## src/rtl/scr_pkg.sv

```systemverilog
// Constants, types and state records of the system configuration register block.
package scr_pkg;

    // -------------------------------------------------------------------------
    // Frame layout
    // -------------------------------------------------------------------------
    localparam int FRAME_BITS = 16;
    localparam int ADDR_HI = 15;
    localparam int ADDR_LO = 14;
    localparam int SEL_BIT = 13;
    localparam int NOWR_BIT = 12;
    localparam logic [1:0] ADDR_SYSCFG = 2'h2;

    // -------------------------------------------------------------------------
    // Configuration field positions, mask and reset value
    // -------------------------------------------------------------------------
    localparam int GOT_BIT = 9;
    localparam int RST_LEN_BIT = 8;
    localparam int AUX_HI = 7;
    localparam int AUX_LO = 6;
    localparam int CMW_BIT = 4;
    localparam int WEN_BIT = 3;
    localparam int WAKE_STYLE_BIT = 2;
    localparam int LIMP_EN_BIT = 1;
    localparam int LIMP_LVL_BIT = 0;
    localparam logic [11:0] CFG_WRITABLE = 12'h3df;
    localparam logic [11:0] CFG_RESET = 12'h100;

    // -------------------------------------------------------------------------
    // Reset lengthening times
    // -------------------------------------------------------------------------
    localparam int CLK_FREQ_MHZ = 25;
    localparam int RST_SHORT_US = 20;
    localparam int RST_LONG_US = 100;
    localparam int RST_SHORT_CYC = RST_SHORT_US * CLK_FREQ_MHZ;
    localparam int RST_LONG_CYC = RST_LONG_US * CLK_FREQ_MHZ;
    localparam int RST_CNT_W = 12;

    // -------------------------------------------------------------------------
    // Types
    // -------------------------------------------------------------------------
    typedef enum logic [1:0] {
        SCR_AUX_OFF = 2'b00,
        SCR_AUX_ON = 2'b01,
        SCR_AUX_CYC_SHORT = 2'b10,
        SCR_AUX_CYC_LONG = 2'b11
    } scr_aux_e;

    typedef struct packed {
        logic csn;
        logic sck;
        logic sdi;
    } scr_frame_s;

    typedef struct packed {
        logic on;
        logic cyclic;
        logic long_period;
    } scr_aux_s;

    typedef struct packed {
        logic [11:0] cfg;
        logic [15:0] rx;
        logic [4:0] cnt;
        logic sck_q;
        logic csn_q;
        logic hit;
        logic sel;
        logic sdo;
        logic cur_rst;
        logic wd_re;
        logic fault;
    } scr_state_s;

    typedef struct packed {
        logic active;
        logic [RST_CNT_W-1:0] cnt;
    } scr_stretch_s;

    typedef struct packed {
        logic level;
        logic edge_evt;
    } scr_wake_s;

endpackage

```

## src/rtl/scr_sysconfig.sv

```systemverilog
// System configuration register with its serial frame access and read-back path.
//
// Notes on behaviour
// - Frames with address bits 15:14 equal to 10 reach this register pair.
// - Bit 13 set returns general purpose feedback 0, clear returns configuration feedback.
// - Bit 12 set only reads; clear reads and also stores the configuration bits.
// - Bit 9 chooses the widened or normal ground offset threshold.
// - Bit 8 chooses long (1) or short (0) reset lengthening.
// - Bits 7:6 set auxiliary supply: long cyclic, short cyclic, on, off.
// - Bit 4 decides if a standby supply current rise resets or wakes the watchdog.
// - Bit 3 enables the wake input; when clear, wake status never changes.
// - Bit 2 chooses cyclic (1) or continuous (0) wake sampling.
// - Bit 1 enables the inhibit fallback pin driver, else the pin floats.
// - Bit 0 sets the inhibit fallback pin level while the driver is on.
// - Entering restart or fail-safe forces the reset length bit to long.
// - External reset pulses are lengthened to the programmed reset length.
// - A frame not of exactly sixteen clocks is discarded without any change.
`timescale 1ns/1ns
`default_nettype none
module scr_sysconfig #(
    parameter int SHORT_CYC = scr_pkg::RST_SHORT_CYC,
    parameter int LONG_CYC = scr_pkg::RST_LONG_CYC
) (
    input wire logic clk,
    input wire logic rstn,
    input wire scr_pkg::scr_frame_s frame,
    output logic spi_sdo,
    output logic spi_count_fault,
    input wire logic [11:0] gp_feedback0,
    input wire logic enter_restart,
    input wire logic enter_failsafe,
    input wire logic standby,
    input wire logic watchdog_off,
    input wire logic mcu_current_rise,
    output logic mcu_current_reset,
    output logic watchdog_reenable,
    input wire logic wake_pin,
    input wire logic wake_sample_tick,
    output logic wake_edge_status,
    output logic wake_level_status,
    input wire logic rst_pin_in,
    output logic rst_pin_out,
    output logic rst_pin_oe,
    output logic ground_offset_threshold_sel,
    output logic reset_stretch_select,
    output scr_pkg::scr_aux_e aux_supply_control,
    output scr_pkg::scr_aux_s aux_supply,
    output logic inhibit_fallback_pin_out,
    output logic inhibit_fallback_pin_oe
);

    // -------------------------------------------------------------------------
    // Helpers
    // -------------------------------------------------------------------------

    // Answer word: the four header bits read as zero, a frame to another
    // register gets an all-zero answer from this block.
    function automatic logic [15:0] read_word(input logic hit, input logic sel,
                                              input logic [11:0] cfg, input logic [11:0] gp);
        logic [11:0] data;
        data = sel ? gp : cfg;
        read_word = hit ? {4'h0, data} : 16'h0000;
    endfunction

    // Auxiliary supply decode into the controls the supply hardware needs.
    // Off clears all three controls.
    function automatic scr_pkg::scr_aux_s aux_decode(input scr_pkg::scr_aux_e mode);
        scr_pkg::scr_aux_s a;
        a.on = (mode != scr_pkg::SCR_AUX_OFF);
        a.cyclic = (mode == scr_pkg::SCR_AUX_CYC_SHORT) || (mode == scr_pkg::SCR_AUX_CYC_LONG);
        a.long_period = (mode == scr_pkg::SCR_AUX_CYC_LONG);
        aux_decode = a;
    endfunction

    // -------------------------------------------------------------------------
    // Frame decoding
    // -------------------------------------------------------------------------
    scr_pkg::scr_state_s s_q;
    scr_pkg::scr_state_s s_d;

    // Events decoded from the pins.
    logic sck_rise;
    logic csn_fall;
    logic frame_end;

    // Write decision and answer word.
    logic frame_ok;
    logic do_write;
    logic force_long;
    logic [15:0] tx_word;

    // Pins are synchronous, so a one-cycle delayed copy finds the edges.
    assign sck_rise = !frame.csn && frame.sck && !s_q.sck_q;
    assign csn_fall = !frame.csn && s_q.csn_q;
    assign frame_end = frame.csn && !s_q.csn_q;
    assign frame_ok = (s_q.cnt == 5'(scr_pkg::FRAME_BITS));
    assign do_write = frame_end && frame_ok && (s_q.rx[scr_pkg::ADDR_HI:scr_pkg::ADDR_LO] == scr_pkg::ADDR_SYSCFG)
                      && !s_q.rx[scr_pkg::NOWR_BIT];

    // Restart and fail-safe entry both force the long reset length.
    assign force_long = enter_restart || enter_failsafe;
    assign tx_word = read_word(s_q.hit, s_q.sel, s_q.cfg, gp_feedback0);

    // -------------------------------------------------------------------------
    // Next state
    // -------------------------------------------------------------------------

    // Data is shifted in MSB first on the rising clock; the answer bit for the
    // next position is set up right after, so the master sees it half a
    // clock period before it samples. Address and select are known after the
    // second and third bit; the select is ready one bit before the first data bit goes out.
    always_comb begin
        s_d = s_q;
        s_d.sck_q = frame.sck;
        s_d.csn_q = frame.csn;
        s_d.cur_rst = 1'b0;
        s_d.wd_re = 1'b0;
        s_d.fault = 1'b0;

        // A new frame starts from a clean slate.
        if (csn_fall) begin
            s_d.cnt = 5'h00;
            s_d.rx = 16'h0000;
            s_d.hit = 1'b0;
            s_d.sel = 1'b0;
            s_d.sdo = 1'b0;
        end else if (sck_rise) begin
            s_d.rx = {s_q.rx[14:0], frame.sdi};
            // Saturating keeps a long frame from wrapping back to sixteen.
            if (s_q.cnt != 5'h1f) begin
                s_d.cnt = s_q.cnt + 5'h01;
            end
            // The address is complete after two bits.
            if (s_d.cnt == 5'h02) begin
                s_d.hit = (s_d.rx[1:0] == scr_pkg::ADDR_SYSCFG);
            end
            // The select bit is the third one in.
            if (s_d.cnt == 5'h03) begin
                s_d.sel = frame.sdi;
            end
            // Clocks past the sixteenth shift out zeros.
            if (s_d.cnt < 5'h10) begin
                s_d.sdo = tx_word[4'(5'h0f - s_d.cnt)];
            end else begin
                s_d.sdo = 1'b0;
            end
        end

        // A bad clock count only raises the fault pulse; nothing is stored.
        if (frame_end) begin
            s_d.sdo = 1'b0;
            if (!frame_ok) begin
                s_d.fault = 1'b1;
            end
            if (do_write) begin
                s_d.cfg = s_q.rx[11:0] & scr_pkg::CFG_WRITABLE;
            end
        end
        // Mode entry wins over a write in the same cycle, so the safe length holds.
        if (force_long) begin
            s_d.cfg[scr_pkg::RST_LEN_BIT] = 1'b1;
        end

        // Current rise response, only in standby with the watchdog off.
        if (mcu_current_rise && standby && watchdog_off) begin
            if (s_q.cfg[scr_pkg::CMW_BIT]) begin
                s_d.cur_rst = 1'b1;
            end else begin
                s_d.wd_re = 1'b1;
            end
        end
    end

    // State register; chip select idles high so reset makes no frame end.
    always_ff @(posedge clk) begin
        if (!rstn) begin
            s_q <= '0;
            s_q.cfg <= scr_pkg::CFG_RESET;
            s_q.csn_q <= 1'b1;
            s_q.sck_q <= 1'b0;
        end else begin
            s_q <= s_d;
        end
    end

    // -------------------------------------------------------------------------
    // Outputs
    // -------------------------------------------------------------------------

    // Pulses and serial data out.
    assign spi_sdo = s_q.sdo;
    assign spi_count_fault = s_q.fault;
    assign mcu_current_reset = s_q.cur_rst;
    assign watchdog_reenable = s_q.wd_re;

    // Configuration controls come straight from the stored bits.
    assign ground_offset_threshold_sel = s_q.cfg[scr_pkg::GOT_BIT];
    assign reset_stretch_select = s_q.cfg[scr_pkg::RST_LEN_BIT];
    assign aux_supply_control = scr_pkg::scr_aux_e'(s_q.cfg[scr_pkg::AUX_HI:scr_pkg::AUX_LO]);
    assign aux_supply = aux_decode(aux_supply_control);
    assign inhibit_fallback_pin_oe = s_q.cfg[scr_pkg::LIMP_EN_BIT];
    assign inhibit_fallback_pin_out = s_q.cfg[scr_pkg::LIMP_EN_BIT] & s_q.cfg[scr_pkg::LIMP_LVL_BIT];

    // Reset lengthening follows the stored length bit, including the forced one.
    // A current reset also starts it.
    scr_rst_stretch #(
        .SHORT_CYC(SHORT_CYC),
        .LONG_CYC(LONG_CYC)
    ) u_stretch (
        .clk(clk),
        .rstn(rstn),
        .long_sel(s_q.cfg[scr_pkg::RST_LEN_BIT]),
        .start_req(s_q.cur_rst),
        .rst_pin_in(rst_pin_in),
        .rst_pin_out(rst_pin_out),
        .rst_pin_oe(rst_pin_oe)
    );

    // Wake input gating and sampling style.
    // Cyclic sampling waits for the tick.
    scr_wake_gate u_wake (
        .clk(clk),
        .rstn(rstn),
        .enable(s_q.cfg[scr_pkg::WEN_BIT]),
        .cyclic(s_q.cfg[scr_pkg::WAKE_STYLE_BIT]),
        .sample_tick(wake_sample_tick),
        .wake_pin(wake_pin),
        .wake_edge_status(wake_edge_status),
        .wake_level_status(wake_level_status)
    );
endmodule // scr_sysconfig
`default_nettype wire

```

## src/rtl/scr_rst_stretch.sv

```systemverilog
// Reset pin lengthening: holds the open-drain reset pin low for the programmed time.
`timescale 1ns/1ns
`default_nettype none
module scr_rst_stretch #(
    parameter int SHORT_CYC = scr_pkg::RST_SHORT_CYC,
    parameter int LONG_CYC = scr_pkg::RST_LONG_CYC
) (
    input wire logic clk,
    input wire logic rstn,
    input wire logic long_sel,
    input wire logic start_req,
    input wire logic rst_pin_in,
    output logic rst_pin_out,
    output logic rst_pin_oe
);

    scr_pkg::scr_stretch_s s_q;
    scr_pkg::scr_stretch_s s_d;

    // A low level seen on the pin while idle, or an internal request, starts a
    // full lengthening period. A pin still held low after release retriggers it.
    always_comb begin
        s_d = s_q;
        if (!s_q.active) begin
            if (start_req || !rst_pin_in) begin
                s_d.active = 1'b1;
                s_d.cnt = long_sel ? scr_pkg::RST_CNT_W'(LONG_CYC - 1) : scr_pkg::RST_CNT_W'(SHORT_CYC - 1);
            end
        end else if (s_q.cnt == '0) begin
            s_d.active = 1'b0;
        end else begin
            s_d.cnt = s_q.cnt - scr_pkg::RST_CNT_W'(1);
        end
    end

    // State register.
    always_ff @(posedge clk) begin
        if (!rstn) begin
            s_q <= '0;
        end else begin
            s_q <= s_d;
        end
    end

    // The pin is only ever pulled low, never driven high.
    assign rst_pin_out = 1'b0;
    assign rst_pin_oe = s_q.active;
endmodule // scr_rst_stretch
`default_nettype wire

```

## src/rtl/scr_wake_gate.sv

```systemverilog
// Wake input sampling: continuous or cyclic, with a full disable.
`timescale 1ns/1ns
`default_nettype none
module scr_wake_gate (
    input wire logic clk,
    input wire logic rstn,
    input wire logic enable,
    input wire logic cyclic,
    input wire logic sample_tick,
    input wire logic wake_pin,
    output logic wake_edge_status,
    output logic wake_level_status
);

    scr_pkg::scr_wake_s s_q;
    scr_pkg::scr_wake_s s_d;
    logic take;

    // Cyclic mode looks at the pin only on the tick; disabled means no update at all.
    assign take = enable && (!cyclic || sample_tick);

    always_comb begin
        s_d = s_q;
        s_d.edge_evt = 1'b0;
        if (take) begin
            s_d.level = wake_pin;
            s_d.edge_evt = s_q.level && !wake_pin;
        end
    end

    // State register; the level starts high so a quiet pin gives no edge.
    always_ff @(posedge clk) begin
        if (!rstn) begin
            s_q <= '{level: 1'b1, edge_evt: 1'b0};
        end else begin
            s_q <= s_d;
        end
    end

    assign wake_edge_status = s_q.edge_evt;
    assign wake_level_status = s_q.level;
endmodule // scr_wake_gate
`default_nettype wire

```

## config.mk

```make
export PLATFORM = sky130hd
export DESIGN_NAME = scr_sysconfig
export DESIGN_NICKNAME = d
export VERILOG_FILES = /design/src/rtl/scr_pkg.sv /design/src/rtl/scr_sysconfig.sv /design/src/rtl/scr_rst_stretch.sv /design/src/rtl/scr_wake_gate.sv
export SDC_FILE = /design/constraint.sdc
export NUM_CORES = 1
export LEC_CHECK = 0
export BUFFER_PORTS_ARGS = -buffer_cell sky130_fd_sc_hd__buf_2
export CAP_MARGIN = 20
export CORE_MARGIN = 2
export CORE_UTILIZATION = 33
export DETAILED_ROUTE_END_ITERATION = 8
export PLACE_DENSITY_LB_ADDON = 0.05
export SLEW_MARGIN = 15
export SYNTH_ARGS = -nofsm -noshare
export SYNTH_HDL_FRONTEND = slang
export SYNTH_SLANG_ARGS = --single-unit
```

## constraint.sdc

```tcl
create_clock -name clk -period 1.9 [get_ports clk]
set_input_delay 0.095 -clock clk [delete_from_list [all_inputs] [get_ports clk]]
set_output_delay 0.095 -clock clk [all_outputs]
set_load 0.01 [all_outputs]
```

======== Yosys cells after proc, flatten, opt, wreduce, memory -nomap -nowiden ========
Cells that the tools add are included.
cells by class
  equality and inequality tests ........... 9
  $mul .................................... 0
  order comparisons ....................... 2
  shift operators ......................... 0
  bitwise operators ....................... 2
  add/sub/neg operators ................... 3
  reductions and logical operators ........ 35
  divide/modulo/power cells ............... 0
  muxes and demuxes ....................... 16
operators by type and width
  operator                                                                       number
  12-bit 2-to-1 mux                                                              4
  13-bit 2-to-1 mux                                                              2
  5-bit 2-to-1 mux                                                               3
  2-bit AND reduction                                                            7
  12-bit zero test                                                               1
  12-bit by 1-bit subtractor with 12-bit output (second input constant)          1
  1-bit logical AND                                                              11
  5-bit by 2-bit == test with 1-bit output (second input constant)               2
  2-bit == test (second input constant)                                          4
  1-bit zero test                                                                7
  1-bit 2-to-1 mux                                                               6
  5-bit by 1-bit adder with 5-bit output (second input constant)                 1
  5-bit == test (second input constant)                                          1
  4-bit by 5-bit less-than comparator with 1-bit output (second input constant)  1
  5-bit less-than comparator (second input constant)                             1
  5-bit inequality test (second input constant)                                  1
  1-bit binary-select mux with 4-bit select                                      1
  1-bit logical OR                                                               4
  2-bit nonzero test                                                             2
  2-bit OR reduction                                                             2
  4-bit subtractor (first input constant)                                        1
  3-bit OR reduction                                                             1
  2-bit inequality test (second input constant)                                  1
  1-bit bitwise AND                                                              1
  1-bit inverter                                                                 1
word-level totals
  input bits .............................. 25
  memories ................................ 0
  ROM bits ................................ 0
  output and inout bits ................... 17
  word-level logic and storage cells ...... 83
  flip-flop bits (word level) ............. 53
  RAM bits ................................ 0
  latch bits .............................. 0

======== Depth between registers and ports, before layout ========
Gate-level depths: netlist of the first run.
  depth after elaboration ................. 9
  mapped depth ............................ 10
  depth with buffers taken out ............ 8

======== Hierarchy ========
Synthesis of the first run repeated with hierarchy kept, for this count alone.
unflattened totals
  cell total of the unflattened synthesis .. 314
  area, all modules ....................... 2,688.8 µm²
by module, submodules not included
  module           area each (µm²)  sequential area each (µm²)  cells an instance  instances
  scr_sysconfig    1,851.8          760.7                       223                1
  scr_rst_stretch  752.0            260.2                       82                 1
  scr_wake_gate    85.1             40.0                        9                  1

======== Worst setup path after synthesis of the first run ========
No wires, ideal clock.
  kind .................................... flip-flop to flip-flop
  start point ............................. register s_q[9] (netlist bit)
  end point ............................... register s_q, in the netlist spi_sdo
  path slack .............................. -132 ps
  arrival time ............................ 1,904 ps
  buffers on the path ..................... 1
  clock period less this slack ............ 2,032 ps
  library setup time ...................... 129 ps
  cell stages (with the launch flop) ...... 9
  data required time ...................... 1,771 ps
  cells stage by stage .................... dfxtp_1 > ha_1 > and4_4 > buf_8 > or4_2 > o41ai_1 > a2111oi_2 > nor4_1 > o22ai_1
between the ends
  cells in the longest elaborated chain, start to end .. 8
  elaborated cells on any way between the ends .. 10
  classes of those cells .................. add/sub (2); order compare (1); eq/ne (1); mux (6)
RTL lines
  item                                                                                    RTL line                                    RTL
  start: declaration                                                                      scr_sysconfig.sv:78                         scr_pkg::scr_state_s s_q;
  5-bit by 1-bit adder with 5-bit output / 5-bit inequality test (equally long branches)  scr_sysconfig.sv:131, scr_sysconfig.sv:130
  5-bit 2-to-1 mux (*)                                                                    scr_sysconfig.sv:130                        if (s_q.cnt != 5'h1f) begin
  5-bit 2-to-1 mux (*)                                                                    scr_sysconfig.sv:127                        end else if (sck_rise) begin
  5-bit 2-to-1 mux (*)                                                                    scr_sysconfig.sv:121                        if (csn_fall) begin
  4-bit subtractor                                                                        scr_sysconfig.sv:143                        s_d.sdo = tx_word[4'(5'h0f - s_d.cnt)];
  1-bit binary-select mux with 4-bit select                                               scr_sysconfig.sv:143
  1-bit 2-to-1 mux (not written as such)                                                  scr_sysconfig.sv:143
  1-bit 2-to-1 mux (*)                                                                    scr_sysconfig.sv:142                        if (s_d.cnt < 5'h10) begin
Every way passes the cells marked *; elsewhere a longest branch is shown, timed or not. The select of a mux whose other input is x is not followed.
A chain may end at the register's enable or synchronous reset.

======== Final worst setup path of the first run ========
Ends and elaborated chain as after synthesis.

==> out/metrics.sh, run 1 <==
CORE_AREA_MM2=0.00773
DRT_DRC_VIOLATIONS_LEFT=0
POWER_DENSITY_mW_PER_MM2=688
SYN_AREA_PER_CELL_UM2=8.26
DP_HPWL_UM=5070
FINALCRITPERIODSHARE=0.996
GRT_UTIL_ALL_LAYERS=0.164
GRT_UTIL_MET2=0.261
TYPE_OF_THE_WORST_MIN_DELAY_PATH='input port to flop'
H-TREE-DEPTH=2
DETAILEDPLACE.WORSTSLACK_NS=-0.0761
STATUS='finished clean'
STD_CELL_ROWS=32
DP_CELLS=476
CLOCK_ROOT_BUFFER_MASTER='sky130_fd_sc_hd__clkbuf_8'
DR_TOTAL_VIAS=2413
DIE_W_UM=93.3
FINALHOLDWORSTSLACK_NS=0.0495
POST-SYNTH-TOP-COUNT-CELL='sky130_fd_sc_hd__nand2_1'
DIEHEIGHT_UM=93.3
SETUP_TNS_NS=0
DRT_PASS1_ITERATIONS=4
HOLD_VIOL=0
MAXCAP_VIOL_COUNT=0
CLKSINKCOUNT=53
CTS.REPORTEDPATHS.CLKPINSLEW_NS=0.10
POST_SYNTH_NUM_CELL_TYPES=57
SYNTH.NET_COUNT=348
WORST_VDD_RAIL_IR_DROP_uV=310
CTS_MADE_BUFFERS=5
NUM_IO_PINS=42
SYNTH.TOP_CELL.AREA_SHARE=0.403
PLACE.PORT_BUFFERS=40
DESIGN_AREA_MM2=0.00343
INSERTION_DELAY_NS=0.30
SETUP_SLACK_NS=0.00766
POWER.SWITCHING_FRACTION=0.261
CATEGORY_OF_THE_MOST_CRITICAL_SETUP_PATH='flop to flop'
INITIAL_CORE_UTIL=0.341
LEAKAGE_uW=0.00139
AREA_DELTA_SYNTH_FINAL_PCT=30.2
FLOORPLAN.DIE_AREA_MM2=0.00871
SYN-CELL-AREA_MM2=0.00263
CRITPATHREQUIREDTIME_NS=2.09
PLACED_CELL_AREA_MM2=0.00314
WORST_SETUP_PATH_START_KIND='flop'
SEQ_POWER_SHARE=0.499
SYNTH_FF_TYPE='sky130_fd_sc_hd__dfxtp_1'
FINAL-SETUP-VIOL-COUNT=0
CLOCK_SKEW_NS=0.00475
CRITPATHMAXFANOUT=3
ANT_NETS_AFTER_ROUTE=0
SYNTH_ASYNC_SR_FLOP_SHARE=0
NUMBER_OF_FLIP_FLOPS_UNDER_THE_LARGEST_REGISTER_NAME=29
GLOBALROUTEOVERFLOWTOTAL=0
GRT_USE_MET1=0.227
TOTAL_INSERTED_ANTENNA_CELLS=0
AREA_LEADER_NETLIST='sky130_fd_sc_hd__dfxtp_1'
SYNTHTOPCELLSBYAREA='sky130_fd_sc_hd__dfxtp_1 40%, sky130_fd_sc_hd__nand2_1 8.6%, sky130_fd_sc_hd__mux2i_1 6.5%'
NFILLCELLS=773
VIASPERCELL=4.91
FINALMAXSLEWVIOLATIONS=0
MAX_CLOCK_FREQ_MHz=528
SYNTH_SEQ_CELLS=53
SWITCHINGPOWER_uW=616
DRIVE_GT1_FRAC=0.296
FIRST_GLOBAL_VIAS=2297
YOSYSWARNINGCOUNT=0
SHARE_COMB_OF_TOTAL_POWER=0.172
TOP_REGISTER='s_q'
POST_SYNTH_INST_COUNT=319
PORTION_OF_TOTAL_POWER_ATTRIBUTED_TO_THE_CLOCK_NETWORK=0.329
AVGROUTEDWIREPERCELL_UM=14.0
SYNTH_SEQ_AREA_SHARE=0.403
TOP_CELLS_BY_COUNT_SYNTH='60 x sky130_fd_sc_hd__nand2_1, 53 x sky130_fd_sc_hd__dfxtp_1, 34 x sky130_fd_sc_hd__nor2_1'
FINAL_NET_COUNT=417
CTS.PATH.MAX_BUFFERS=2
GRT_MAX_DEGREE=24
INSTANCES_NO_FILL=491
GLOBALPLACE.CONGESTION=0.872
NUMBER_OF_SYNTHESIZED_FLOPS_WITH_AN_ENABLE_PIN=0
MIN_PERIOD_NS=1.89
GRT_SETUP_UNREPAIRED='yes'
CTS_TREE='done'
GLOBALROUTE.BUSIESTLAYER='met2'
INTERNAL-POWER_uW=1740
CRITPATHARRIVALTIME_NS=2.08
FINALWIRELENGTH_UM=6870
GRT_PASS1_WL_UM=11200
INITIAL_ANTENNA_VIOLATION_COUNT=0
CRIT_PATH_END_KIND='flop'
DRT_ITER0_MARKERS=77
GLOBALROUTEMET3UTIL=0.0330
[critical path: stages, from the launching register on]
cell and delay [ns]:
sky130_fd_sc_hd__dfxtp_4 0.37, sky130_fd_sc_hd__ha_4 0.13, sky130_fd_sc_hd__and4_4 0.24, sky130_fd_sc_hd__mux4_2 0.50, sky130_fd_sc_hd__nor2_1 0.11, sky130_fd_sc_hd__nor4_1 0.05
sky130_fd_sc_hd__o31ai_1 0.28, sky130_fd_sc_hd__o22ai_1 0.10
[metal layers]
metal  vias up  part of all wire
met2        22              0.46
met1      1139              0.51
met3         4             0.023
met4         0            0.0074
li1       1248                 -
met5         -                 0
[worst paths after layout]
| path | start | to | slack, ns | depth (start not counted) |
|---|---|---|---|---|
| hold / removal | frame[0] | s_q[13] | 0.05 | 3 |
| setup reg to reg | s_q[9] | spi_sdo | 0.008 | 7 |
| hold reg to reg | s_q[33] | watchdog_reenable | 0.45 | 1 |
| setup / recovery | s_q[9] | spi_sdo | 0.008 | 7 |
[what timing repair did]
item,in CTS,in global routing
resized for setup,4,21
setup endpoints to repair,1,7
setup buffers,0,2
hold endpoints to repair,3,0
pin swaps,2,15
gates cloned,0,1
hold buffers,4,0
[cell families (layout without fill, tap and decap cells)]
group / Yosys count / in the layout / synth area share
AOI/OAI and AO/OA: 63 / 63 / 0.162
and+or+nand+nor: 142 / 142 / 0.248
muxes: 19 / 19 / 0.0789
other: 1 / 1 / 0.00142
xor gates and xnor gates: 7 / 7 / 0.0261
DFF: 53 / 53 / 0.403
adders and majority gates: 4 / 4 / 0.0190
buffers and inverters: 30 / 100 / 0.0627
[metrics by stage]
stage	power, uW	util
after floorplan	1420	-
after global placement	1570	0.406
after detailed placement	1560	0.406
after CTS	2360	0.429
after global routing	2490	0.444
final	2360	0.444
[layout by cell type (no fill, tap or decap), types with 2 or more instances in the layout]
master,Yosys,routed
sky130_fd_sc_hd__xor2_1,2,2
sky130_fd_sc_hd__nor2b_1,6,5
sky130_fd_sc_hd__inv_2,0,2
sky130_fd_sc_hd__nand2b_1,2,2
sky130_fd_sc_hd__a211oi_1,4,3
sky130_fd_sc_hd__o2111a_1,2,2
sky130_fd_sc_hd__xnor2_1,4,4
sky130_fd_sc_hd__nor3_1,14,12
sky130_fd_sc_hd__a21oi_1,30,29
sky130_fd_sc_hd__ha_4,0,2
sky130_fd_sc_hd__a31oi_1,3,3
sky130_fd_sc_hd__dfxtp_1,53,49
sky130_fd_sc_hd__buf_4,5,35
sky130_fd_sc_hd__nor2_1,34,31
sky130_fd_sc_hd__clkbuf_8,0,5
sky130_fd_sc_hd__nor4_1,4,4
sky130_fd_sc_hd__nand2_1,60,60
sky130_fd_sc_hd__buf_2,0,40
sky130_fd_sc_hd__nand3_1,4,4
sky130_fd_sc_hd__dlygate4sd3_1,0,4
sky130_fd_sc_hd__nand4_1,3,3
sky130_fd_sc_hd__dfxtp_2,0,3
sky130_fd_sc_hd__inv_1,9,7
sky130_fd_sc_hd__mux2i_1,17,16
sky130_fd_sc_hd__o21ai_0,2,2
sky130_fd_sc_hd__nor2_2,0,2
sky130_fd_sc_hd__o21a_1,2,2
sky130_fd_sc_hd__nor3_2,0,2
sky130_fd_sc_hd__and2_1,4,4
sky130_fd_sc_hd__o211ai_1,2,2
sky130_fd_sc_hd__a2111oi_0,2,2
sky130_fd_sc_hd__ha_1,4,2
[final cells by class]
| class | instances | area, um2 | share of cell area |
|---|---|---|---|
| clock inverter | 3 | 45.0 | 0.0131 |
| sequential | 53 | 1070 | 0.312 |
| clock buffer | 5 | 68.8 | 0.0201 |
| tap | 102 | 128 | 0.0372 |
| inverter | 10 | 37.5 | 0.0109 |
| timing repair buffer | 82 | 554 | 0.162 |
| multi-input combinational | 236 | 1530 | 0.445 |
[power groups by stage]
| stage | Clock, uW | Combinational [uW] | Sequential (uW) |
|---|---|---|---|
| 6_report | 776 | 405 | 1180 |
| 5_1_grt | 862 | 451 | 1180 |
| 4_1_cts | 814 | 371 | 1170 |
| 3_5_place_dp | 0 | 362 | 1200 |
| 3_3_place_gp | 0 | 366 | 1200 |
| 2_1_floorplan | 0 | 219 | 1200 |
Power figures use the tool's default switching activity.
==> run 2, diff against run 1 <==
- PLACE_DENSITY: unset -> 0.63
- PLACE_DENSITY_LB_ADDON: 0.05 -> unset
==> out/metrics.sh, run 2 (same netlist as run 1, synthesis figures left out) <==
STATUS='finished with violations'
FAILED_CHECKS='setup timing'
MIN_PERIOD_NS=1.91  # +0.0169 ns
INITIAL_ANTENNA_VIOLATION_COUNT=0  # unchanged
STD_CELL_ROWS=32  # unchanged
TOTAL_INSERTED_ANTENNA_CELLS=0  # unchanged
POWER_DENSITY_mW_PER_MM2=654  # -5.0%
GRT_SETUP_UNREPAIRED='yes'
CRITPATHMAXFANOUT=6  # +3
CRITPATHARRIVALTIME_NS=2.11  # +0.03 ns
CLOCK_ROOT_BUFFER_MASTER='sky130_fd_sc_hd__clkbuf_8'
DRT_ITER0_MARKERS=117  # +52%
PLACED_CELL_AREA_MM2=0.00311  # -1.0%
MAXCAP_VIOL_COUNT=0  # unchanged
CTS_MADE_BUFFERS=5  # unchanged
CTS.PATH.MAX_BUFFERS=2  # unchanged
FLOORPLAN.DIE_AREA_MM2=0.00871  # unchanged
MAX_CLOCK_FREQ_MHz=524  # -0.88%
CORE_AREA_MM2=0.00773  # unchanged
AVGROUTEDWIREPERCELL_UM=14.0  # about the same
LEADING_CELL_TYPES_IN_THE_LAYOUT_FILL_AND_TAPS_EXCLUDED='60 x sky130_fd_sc_hd__nand2_1, 49 x sky130_fd_sc_hd__dfxtp_1, 40 x sky130_fd_sc_hd__buf_2'
DIEHEIGHT_UM=93.3  # unchanged
DRT_PASS1_ITERATIONS=4  # unchanged
FINAL-SETUP-VIOL-COUNT=1  # +1
NUMBER_OF_FLIP_FLOPS_UNDER_THE_LARGEST_REGISTER_NAME=29  # unchanged
WORST_VDD_RAIL_IR_DROP_uV=267  # -14%
TYPE_OF_THE_WORST_MIN_DELAY_PATH='input port to flop'
HOLD_PATH_STARTPOINT='frame[1]'
NFILLCELLS=783  # +1.3%
DR_TOTAL_VIAS=2460  # +1.9%
CP_CELL_SEQUENCE='ha_4 > buf_4 > nand4_1 > buf_6 > nand2_1 > a31oi_2 > o2111a_1 > nor4_2 > o22ai_1'
CLKSINKCOUNT=53  # unchanged
FINALWIRELENGTH_UM=6760  # -1.7%
HOLD_VIOL=0  # unchanged
MAXSLEWHEADROOM=0.679
GLOBALROUTEOVERFLOWTOTAL=0  # unchanged
WORST_SETUP_PATH_START_KIND='flop'
DESIGN_AREA_MM2=0.00334  # -2.7%
INITIAL_CORE_UTIL=0.341  # unchanged
WORST_R2R_PATH_DEPTH=9  # +2
TIMING.HOLD.WORST_PATH_DEPTH=2  # -1
MOST_COMMON_CELL_AFTER_LAYOUT_FILL_AND_TAPS_ASIDE='sky130_fd_sc_hd__nand2_1'
NUM_IO_PINS=42  # unchanged
WORST_PATH_CELL_WITH_THE_LONGEST_STAGE_DELAY='sky130_fd_sc_hd__dfxtp_4'
SETUP_SLACK_NS=-0.00921  # -0.0169 ns
CRITICAL-PATH-MAX-STAGE-DELAY_NS=0.37  # -0.13 ns
ANT_NETS_AFTER_ROUTE=0  # unchanged
R2R_END='spi_sdo'
INSERTION_DELAY_NS=0.31  # about the same
DP_CELLS=470  # -1.3%
AREA_DELTA_SYNTH_FINAL_PCT=26.7
VIASPERCELL=5.09  # +3.6%
WORST_PIN_SLEW_NS=0.470
FIRST_GLOBAL_VIAS=2243  # -2.4%
INSTANCES_NO_FILL=483  # -1.6%
CRITPATHTOPFAMILY='simple AND/OR/NAND/NOR gates'
TIMING.REG2REG.SETUP_SLACK_NS=-0.009  # -0.02 ns
DRT_DRC_VIOLATIONS_LEFT=0  # unchanged
CATEGORY_OF_THE_MOST_CRITICAL_SETUP_PATH='flop to flop'
FINALMAXSLEWVIOLATIONS=0  # unchanged
TOP_REGISTER='s_q'
CP.BUFFERS_INVERTERS=2  # +2
CRITPATHREQUIREDTIME_NS=2.10  # about the same
WORSTREG2REGSTART='s_q[9]'
MULTI_INPUT_AREA_MM2=0.00154  # +0.74%
FINALCRITPERIODSHARE=1.00  # +0.00888
DRIVE_GT1_FRAC=0.278  # -0.0174
LEAKAGE_uW=0.00134  # -3.9%
SEQCELLAREA_MM2=0.00107  # unchanged
CRIT_PATH_END_KIND='flop'
GRT_MAX_DEGREE=18  # -25%
H-TREE-DEPTH=2  # unchanged
DP_HPWL_UM=4940  # -2.6%
CTS_TREE='done'
CTS.REPORTEDPATHS.CLKPINSLEW_NS=0.10  # about the same
GRT_PASS1_WL_UM=11000  # -1.5%
SETUP_TNS_NS=-0.00921  # -0.00921 ns
FINAL_NET_COUNT=409  # -1.9%
STARTPOINT='s_q[9]'
GRT_UTIL_ALL_LAYERS=0.160  # -0.00374
DIE_W_UM=93.3  # unchanged
GLOBALPLACE.CONGESTION=0.837  # -4.0%
PLACE.PORT_BUFFERS=40  # unchanged
CLOCK_SKEW_NS=0.0134  # +0.00865 ns
HOLD_PATH_END='s_q[7]'
## run 2: cell types whose count changed in the layout (fill, tap and decap cells not counted), sizes merged
cell	previous run	this run
dlygate4sd3	4	3
buf	77	71
bufinv	1	0
## run 2: area by class of cell
type,instances,area share
multi-input cells,236,0.461
clock inverters,2,0.00412
flip-flops and latches,53,0.320
well taps,102,0.0382
clock buffers,6,0.0217
repair buffers,74,0.144
inverters,10,0.0112
## run 2: how the worst max path moves through the flow
stage / to / slack [ns] / cells after the start
6_report: spi_sdo / -0.009 / 9
5_1_grt: spi_sdo / -0.1 / 9
4_1_cts: s_q[4] / 0.002 / 9
3_5_place_dp: spi_sdo / -0.09 / 7
3_3_place_gp: spi_sdo / -0.05 / 7
2_1_floorplan: reset_stretch_select / -0.01 / 10
## run 2: metrics by stage
stage | utilization | hold WS (ns) | setup WS, ns | total power (uW)
3_5_place_dp | 0.402 | 0.282 | -0.0924 | 1530
2_1_floorplan | - | 0.172 | -0.0103 | 1420
4_1_cts | 0.422 | 0.0207 | 0.00164 | 2190
3_3_place_gp | 0.402 | 0.275 | -0.0515 | 1520
5_1_grt | 0.432 | 0.0133 | -0.0986 | 2300
6_report | 0.432 | 0.0226 | -0.00921 | 2180
## run 2: routing by layer
layer / global-route usage / up-vias / part of all wire
li1: - / 1234 / -
met1: 0.220 / 1165 / 0.47
met2: 0.257 / 55 / 0.47
met3: 0.0274 / 6 / 0.054
met4: 0.0478 / 0 / 0.010
met5: 0 / - / 0
## run 2: report_power, final
| part | switching, uW | internal [uW] |
|---|---|---|
| registers | 33.6 | 1140 |
| clock network | 375 | 264 |
| logic | 194 | 171 |
| total | 602 | 1580 |
## run 2: what timing repair did
action,4_1_cts,5_1_grt
pin swaps,10,12
hold endpoints to repair,3,0
cloned,0,0
hold buffers,3,0
resized for setup,7,15
setup buffers,0,2
setup endpoints to repair,4,6
